**config.mk**
```make
export PLATFORM = sky130hd
export DESIGN_NAME = kaw_watchdog
export DESIGN_NICKNAME = d
export VERILOG_FILES = /design/src/kaw_pkg.sv /design/src/kaw_tick_gen.sv /design/src/kaw_watchdog.sv
export SDC_FILE = /design/constraint.sdc
export NUM_CORES = 1
export LEC_CHECK = 0
export BUFFER_PORTS_ARGS = -buffer_cell sky130_fd_sc_hd__buf_2
export CORE_ASPECT_RATIO = 0.5
export CORE_UTILIZATION = 28
export CTS_CLUSTER_SIZE = 25
export DETAILED_ROUTE_END_ITERATION = 10
export PLACE_DENSITY = 0.46
export SYNTH_ARGS = -nofsm -noshare
export SYNTH_HDL_FRONTEND = slang
export SYNTH_SLANG_ARGS = --single-unit
```
**constraint.sdc**
```tcl
create_clock -name I_CLK_SYS -period 2.7 [get_ports I_CLK_SYS]
set_input_delay 0 -clock I_CLK_SYS [delete_from_list [all_inputs] [get_ports I_CLK_SYS]]
set_output_delay 0 -clock I_CLK_SYS [all_outputs]
set_load 0.01 [all_outputs]
```
**src/kaw_pkg.sv**
```systemverilog
package kaw_pkg;
   // Timeout value is in milliseconds, as the feature field carries it
   localparam int TMO_W = 32;
   localparam int CLK_MHZ = 100;
   localparam int TICK_US = 1000;
   localparam int TICK_CYCLES = TICK_US * CLK_MHZ;
   localparam int TICK_CNT_W = 17;
   localparam logic [TMO_W-1:0] TMO_MIN_DEF = 32'h0000_0001;
   localparam logic [TMO_W-1:0] TMO_MAX_DEF = 32'hFFFF_FFFF;
   localparam logic [TMO_W-1:0] TMO_RESET = 32'h0000_0000;
   localparam logic [1:0] SHN_NONE = 2'h0;
   localparam logic [1:0] SHST_NORMAL = 2'h0;
   // Completion status codes for the configure command
   localparam logic [7:0] STS_SUCCESS = 8'h00;
   localparam logic [7:0] STS_TMO_INVALID = 8'h0E;
   // Error log code for an expired timer
   localparam logic [7:0] ERR_TMO_EXPIRED = 8'h0C;
endpackage : kaw_pkg

```
**src/kaw_tick_gen.sv**
```systemverilog
`timescale 1ns/1ps
// ****************************************
// Millisecond tick source
// ****************************************
module kaw_tick_gen #(
   parameter int CYCLES = kaw_pkg::TICK_CYCLES,
   parameter int CNT_W = kaw_pkg::TICK_CNT_W
) (
   input wire logic i_clk,
   input wire logic i_rst,
   input wire logic i_restart,
   output logic o_tick
);
   logic [CNT_W-1:0] cnt_reg;
   logic [CNT_W-1:0] cnt_next;
   logic tick_reg;
   logic tick_next;

   always_comb begin
      cnt_next = cnt_reg + 1'b1;
      tick_next = 1'b0;
      // Restart aligns the tick with a timer reload
      if (i_restart) begin
         cnt_next = '0;
      end else if (cnt_reg == CNT_W'(CYCLES - 1)) begin
         cnt_next = '0;
         tick_next = 1'b1;
      end
   end

   always_ff @(posedge i_clk) begin
      if (i_rst) begin
         cnt_reg <= '0;
         tick_reg <= 1'b0;
      end else begin
         cnt_reg <= cnt_next;
         tick_reg <= tick_next;
      end
   end

   assign o_tick = tick_reg;
endmodule : kaw_tick_gen

```
**src/kaw_watchdog.sv**
```systemverilog
`timescale 1ns/1ps
// Contract
// (RULE1) Select zero: only keep-alive restarts timer
// (RULE2) Command mode: expiry without keep-alive times out
// (RULE3) Host times out missing keep-alive completion
// (RULE4) Host sends keep-alive every half interval
// (RULE5) Traffic-restart support advertised to host
// (RULE6) No support: command mode, select reads zero
// (RULE7) Traffic mode: activity restarts timer at expiry
// (RULE8) Traffic mode: idle interval declares timeout
// (RULE9) Host times out without any completion
// (RULE10) Host restarts timer after completions
// (RULE11) Host polls completions every half interval
// (RULE12) Idle host sends keep-alive at half interval
// (RULE13) Keep-alive optional over local transport
// (RULE14) Local transport imposes no timeout limits
// (RULE15) Active only enabled, ready, no shutdown, nonzero
// (RULE16) Timeout logs error and sets fatal flag
// (RULE17) Activation loads configured timeout value
// (RULE18) Invalid timeout rejected, low value raised
// (RULE19) Activity flag set by commands, cleared on reload
// (RULE20) Count down in fixed ticks, reload on restart
module kaw_watchdog #(
   parameter bit SUPPORT_KA = 1'b1,
   parameter bit SUPPORT_TRAFFIC = 1'b1,
   parameter logic [31:0] TMO_MIN = kaw_pkg::TMO_MIN_DEF,
   parameter logic [31:0] TMO_MAX = kaw_pkg::TMO_MAX_DEF,
   parameter int TICK_CYCLES = kaw_pkg::TICK_CYCLES
) (
   input wire logic I_CLK_SYS,
   input wire logic I_RST,
   input wire logic i_controller_enable_bit,
   input wire logic i_controller_ready_flag,
   input wire logic [1:0] i_shutdown_request_field,
   input wire logic [1:0] i_shutdown_state_field,
   input wire logic i_traffic_restart_select,
   input wire logic i_tmo_wr,
   input wire logic [31:0] i_tmo_wdata,
   input wire logic i_keepalive_cmd,
   input wire logic i_any_cmd,
   output logic o_traffic_support,
   output logic o_traffic_restart_select,
   output logic [31:0] o_keepalive_timeout_value,
   output logic o_tmo_done,
   output logic [7:0] o_tmo_status,
   output logic o_active,
   output logic [31:0] o_remaining,
   output logic o_err_log,
   output logic [7:0] o_err_code,
   output logic o_fatal_status_flag
);
   // ****************************************
   // State
   // ****************************************
   logic [31:0] tmo_reg, tmo_next;
   logic sel_reg, sel_next;
   logic done_reg, done_next;
   logic [7:0] sts_reg, sts_next;
   logic act_reg, act_next;
   logic [31:0] cnt_reg, cnt_next;
   logic seen_reg, seen_next;
   logic err_reg, err_next;
   logic fatal_reg, fatal_next;
   logic active;
   logic tick;
   logic expire;
   logic reload;
   logic timeout;

   function automatic logic [31:0] clamp_min(input logic [31:0] v);
      clamp_min = (v < TMO_MIN) ? TMO_MIN : v;
   endfunction : clamp_min

   // ****************************************
   // Timeout configuration
   // ****************************************
   always_comb begin
      tmo_next = tmo_reg;
      sel_next = sel_reg;
      done_next = i_tmo_wr;
      sts_next = sts_reg;
      if (i_tmo_wr) begin
         // Zero or too large leaves the old value standing
         if (!SUPPORT_KA || i_tmo_wdata == 32'h0000_0000 ||
             i_tmo_wdata > TMO_MAX) begin // [RULE18] [RULE13] [RULE14]
            sts_next = kaw_pkg::STS_TMO_INVALID;
         end else begin
            tmo_next = clamp_min(i_tmo_wdata); // [RULE18]
            sts_next = kaw_pkg::STS_SUCCESS;
         end
      end
      // Select is forced low when traffic restart is unsupported
      sel_next = SUPPORT_TRAFFIC & i_traffic_restart_select; // [RULE6]
   end

   always_ff @(posedge I_CLK_SYS) begin
      if (I_RST) begin
         tmo_reg <= kaw_pkg::TMO_RESET;
         sel_reg <= 1'b0;
         done_reg <= 1'b0;
         sts_reg <= kaw_pkg::STS_SUCCESS;
      end else begin
         tmo_reg <= tmo_next;
         sel_reg <= sel_next;
         done_reg <= done_next;
         sts_reg <= sts_next;
      end
   end

   // ****************************************
   // Timer
   // ****************************************
   assign active = i_controller_enable_bit && i_controller_ready_flag &&
      i_shutdown_request_field == kaw_pkg::SHN_NONE &&
      i_shutdown_state_field == kaw_pkg::SHST_NORMAL &&
      tmo_reg != 32'h0000_0000; // [RULE15]
   assign expire = act_reg && tick && cnt_reg == 32'h0000_0001;
   // Activity seen in the final cycle still counts toward the interval
   assign timeout = expire && !(sel_reg ?
      (seen_reg || i_any_cmd) : i_keepalive_cmd); // [RULE2] [RULE8]
   assign reload = (active && !act_reg) || (act_reg && !sel_reg &&
      i_keepalive_cmd) || (expire && !timeout); // [RULE1] [RULE7] [RULE17]

   kaw_tick_gen #(
      .CYCLES(TICK_CYCLES),
      .CNT_W(kaw_pkg::TICK_CNT_W)
   ) u_tick (
      .i_clk(I_CLK_SYS),
      .i_rst(I_RST),
      .i_restart(reload),
      .o_tick(tick)
   );

   always_comb begin
      act_next = active;
      cnt_next = cnt_reg;
      seen_next = seen_reg;
      err_next = 1'b0;
      fatal_next = fatal_reg;
      if (!active) begin
         cnt_next = 32'h0000_0000;
         seen_next = 1'b0;
      end else if (reload) begin
         cnt_next = tmo_reg; // [RULE17] [RULE20]
         seen_next = 1'b0; // [RULE19]
      end else if (timeout) begin
         cnt_next = 32'h0000_0000;
         err_next = 1'b1; // [RULE16]
         fatal_next = 1'b1; // [RULE16]
         act_next = 1'b1;
      end else begin
         if (tick && cnt_reg != 32'h0000_0000) begin
            cnt_next = cnt_reg - 32'h0000_0001; // [RULE20]
         end
         if (i_any_cmd) begin
            seen_next = 1'b1; // [RULE19]
         end
      end
      // Fatal is cleared only by a controller disable or by I_RST
      if (!i_controller_enable_bit) begin
         fatal_next = 1'b0;
      end
   end

   always_ff @(posedge I_CLK_SYS) begin
      if (I_RST) begin
         act_reg <= 1'b0;
         cnt_reg <= 32'h0000_0000;
         seen_reg <= 1'b0;
         err_reg <= 1'b0;
         fatal_reg <= 1'b0;
      end else begin
         act_reg <= act_next;
         cnt_reg <= cnt_next;
         seen_reg <= seen_next;
         err_reg <= err_next;
         fatal_reg <= fatal_next;
      end
   end

   assign o_traffic_support = SUPPORT_TRAFFIC; // [RULE5]
   assign o_traffic_restart_select = sel_reg;
   assign o_keepalive_timeout_value = tmo_reg;
   assign o_tmo_done = done_reg;
   assign o_tmo_status = sts_reg;
   assign o_active = act_reg;
   assign o_remaining = cnt_reg;
   assign o_err_log = err_reg;
   assign o_err_code = kaw_pkg::ERR_TMO_EXPIRED;
   assign o_fatal_status_flag = fatal_reg;

   // ****************************************
   // Checks
   // ****************************************
   a_inactive_quiet: assert property (@(posedge I_CLK_SYS) disable iff (I_RST)
      !active |=> !err_reg) // [RULE15]
      else $error("timeout while inactive");
   a_timeout_fatal: assert property (@(posedge I_CLK_SYS) disable iff (I_RST)
      err_reg |-> fatal_reg) // [RULE16]
      else $error("fatal flag not set on timeout");
   a_activate_load: assert property (@(posedge I_CLK_SYS) disable iff (I_RST)
      active && !act_reg |=> cnt_reg == $past(tmo_reg)) // [RULE17]
      else $error("activation did not load timeout");
   a_zero_reject: assert property (@(posedge I_CLK_SYS) disable iff (I_RST)
      i_tmo_wr && i_tmo_wdata == 32'h0000_0000 |=>
      o_tmo_status == kaw_pkg::STS_TMO_INVALID && $stable(tmo_reg))
      // [RULE18]
      else $error("zero timeout accepted");
   a_select_support: assert property (@(posedge I_CLK_SYS) disable iff (I_RST)
      !SUPPORT_TRAFFIC |-> !sel_reg) // [RULE6]
      else $error("select set without support");
   a_cmd_restart: assert property (@(posedge I_CLK_SYS) disable iff (I_RST)
      act_reg && active && !sel_reg && i_keepalive_cmd |=>
      cnt_reg == $past(tmo_reg) && !err_reg) // [RULE1]
      else $error("keep-alive did not restart timer");
   a_traffic_restart: assert property (@(posedge I_CLK_SYS)
      disable iff (I_RST)
      active && expire && sel_reg && seen_reg |=> !err_reg) // [RULE7]
      else $error("traffic mode timed out with activity");
   a_cmd_expire: assert property (@(posedge I_CLK_SYS) disable iff (I_RST)
      active && expire && !sel_reg && !i_keepalive_cmd |=> err_reg)
      // [RULE2]
      else $error("command mode missed timeout");
   a_idle_expire: assert property (@(posedge I_CLK_SYS) disable iff (I_RST)
      active && expire && sel_reg && !seen_reg && !i_any_cmd |=> err_reg)
      // [RULE8]
      else $error("traffic mode missed timeout");
   a_countdown: assert property (@(posedge I_CLK_SYS) disable iff (I_RST)
      active && act_reg && tick && !reload && !timeout &&
      cnt_reg != 32'h0000_0000 |=> cnt_reg == $past(cnt_reg) - 1) // [RULE20]
      else $error("timer did not count down");
   c_timeout: cover property (@(posedge I_CLK_SYS) err_reg);
   c_traffic_restart: cover property (@(posedge I_CLK_SYS)
      expire && sel_reg && seen_reg);
   c_ka_restart: cover property (@(posedge I_CLK_SYS)
      act_reg && i_keepalive_cmd && !sel_reg);
   c_reject: cover property (@(posedge I_CLK_SYS)
      done_reg && sts_reg == kaw_pkg::STS_TMO_INVALID);
endmodule : kaw_watchdog

```
==> flow_summary.ini <==
[clock_tree]
root_buffer = clkbuf_16
cts_max_level = 3
cts_num_sinks = 89
cts_tree = done
cts_buffers = 9
worst_skew_pair.late_latency_ns = 0.34
cts.path.max_buffers = 2
clkTransAtPathRegs_ns = 0.06

[synth]
netlist_area_sq_um = 4520
yosys_register_bits = 89
ys.flop_type = dfxtp_1
post_synth.cell_area_avg_sq_um = 8.08
yosysTopAreaCell = dfxtp_1
yosysWarnings = 0
ys_seq_area_share_pct = 39.4
yosysUniqueCellTypes = 56
yosys-top-cells-area = dfxtp_1, nand2_1, a21oi_1
synth_common_cells = dfxtp_1, nand2_1, nor2_1, a21oi_1, nor3_1
async_reset_ff_share_pct = 0
synth-edff-count = 0
synth_top_area_share_pct = 39.4
netlist_instances = 559
synthMostInstantiatedCell = dfxtp_1

[flow_run]
maxCapViolCount = 0

[cells_and_area]
num_antenna_cells = 0
final-instance-count-excl-fill = 959
syn_to_final_growth_pct = 39.6
nNetsFinal = 798
final_layout_size_suffix_gt1_share_pct = 28.9
final_cell_area_sq_um = 6310

[global_routing]
met3_usage_pct = 4.53
met1_usage_pct = 26.2
grt_overflow = 0
met2_usage_pct = 30.0
gr-usage-all-layers_pct = 19.2
grt_max_degree = 36
grt_pass1_vias = 4438
grt_pass1_wl_mm = 24.6
top_usage_layer = met2
antenna_found_initial = 0

[run_status]
status = finished clean

[worst_setup_path]
critPathArrivalTime_ns = 2.75
cp_top_family = simple AND/OR/NAND/NOR gates
cp_common_cell = buf_4
r2r_slack_ns = 0.18
end_kind = flip-flop
worstPathRequired_ns = 2.93
crit_fanout = 8
worst-path-buf-inv = 4
startpoint_type = flip-flop
crit_path_max_incr_delay_ns = 0.44
path_cells = nor4_1, buf_4, nand4_1, o211ai_1, buf_4, nand3_1, buf_4, buf_4, a32o_1, a22oi_1, nor2_1
path_class = flip-flop to flip-flop
cpMaxStageDelayCell = nor4_1

[floorplanning]
die_area_sq_um = 16700
core_sq_um = 15600
top_level_ports = 130
die_h_um = 91.8
initial_core_util_pct = 29.0
die_width_um = 182
num_rows = 32

[detailed_routing]
viasPerCell = 5.04
ant_nets = 0
dr.first_iter.drc_count = 279
vias = 4838
drt-total-wl_mm = 16.1
drc = 0
dr.pass1.iters = 7
routedWlPerCell_um = 16.8

[sta]
hold_viol_final = 0
setup_viol = 0
min_period_ns = 2.52
slew_headroom_pct = 59.8
fmaxAchievable_ghz = 0.397
finalClockSkew_ns = 0.00566
rsz0062_at_grt = false
hold-worst-slack_ns = 0.247
worst_slew_pin_slew_ns = 0.598
period_share_pct = 93.4
slew_viol_final = 0
fin_setup_tns_ns = 0

[pwr]
peakVddDrop_mv = 0.265
powerDensity_nw_per_um2 = 468
p_leak_nw = 2.74

[min_path]
worstHoldPathType = input port to flip-flop

[placed_design]
gp_congestion = 0.839
place.port_buffers = 115
dp_cells = 897
dpl.hpwl_mm = 11.7
placed_area_sq_um = 5540
-- through the flow --
stage | power [W] | worst slack (ns) | util (%)
2_1_floorplan | 0.00153 | 0.293 | -
3_3_place_gp | 0.00166 | 0.183 | 35.6
3_5_place_dp | 0.00166 | 0.171 | 35.6
4_1_cts | 0.00299 | 0.147 | 40.3
5_1_grt | 0.00307 | 0.00136 | 40.5
6_report | 0.00295 | 0.179 | 40.5
-- layout make-up --
| class | count | area (sq um) |
|---|---|---|
| multi-input combinational | 427 | 2490 |
| clock buffer | 10 | 239 |
| timing repair inverter | 1 | 5.00 |
| tap | 204 | 255 |
| clock inverter | 5 | 56.3 |
| sequential | 89 | 1780 |
| timing repair buffer | 213 | 1440 |
| fill | 1603 | 9270 |
| inverter | 10 | 41.3 |
-- cell families (layout without fill, tap and decap cells) --
kind of cell,count (synthesis),count (layout),share of synthesized area (%)
simple gates,274,274,31.2
other cells,2,14,0.166
fa+ha+maj,3,3,0.831
buf+inv,55,239,6.67
xor+xnor,27,27,5.23
compound gates,109,109,16.5
flops,89,89,39.4
-- power breakdown --
group	internal, W	switching, W	leakage (nW)
clock network	0.000736	0.000531	0.144
logic	0.000145	0.000162	1.87
registers	0.00135	0.0000353	0.724
-- worst paths after layout --
| check | from | end | cells after the start |
|---|---|---|---|
| max reg2reg | o_keepalive_timeout_value[3] | o_remaining[2] | 11 |
| max | o_keepalive_timeout_value[3] | o_remaining[2] | 11 |
| min | i_controller_ready_flag | o_fatal_status_flag | 6 |
| min reg2reg | u_tick.cnt_reg[0] | u_tick.cnt_reg[0] | 1 |
-- layer usage --
layer / part of all wire (%) / wire, um / vias up
met3: 5.3 / 845 / 26
met5: 0 / 0 / -
met1: 49 / 7880 / 2299
met2: 44 / 7110 / 145
met4: 1.4 / 227 / 0
li1: - / - / 2368
-- tightest hold or removal path: cells and delay by family --
family,cells,cell delay (ns)
AOI/OAI and AO/OA,1,0.10
buffers and inverters,1,0.09
and+or+nand+nor,4,0.34
-- layout by cell type (no fill, tap or decap), types with 16 or more instances in the layout --
cell type / netlist / layout
buf_2: 10 / 115
nor4_1: 25 / 24
nor3_1: 26 / 26
nand3_1: 19 / 19
dfxtp_1: 89 / 89
buf_4: 16 / 52
a21oi_1: 54 / 54
dlygate4sd3_1: 0 / 44
nand2_1: 84 / 84
xor2_1: 16 / 16
nor2_1: 57 / 57
-- what timing repair did --
action	in CTS	in global routing
resized for setup	0	3
buffers inserted	0	2
endpoints found under the hold margin	37	0
endpoints found under the setup margin	0	12
hold buffers	44	0
Power figures use the tool's default switching activity.
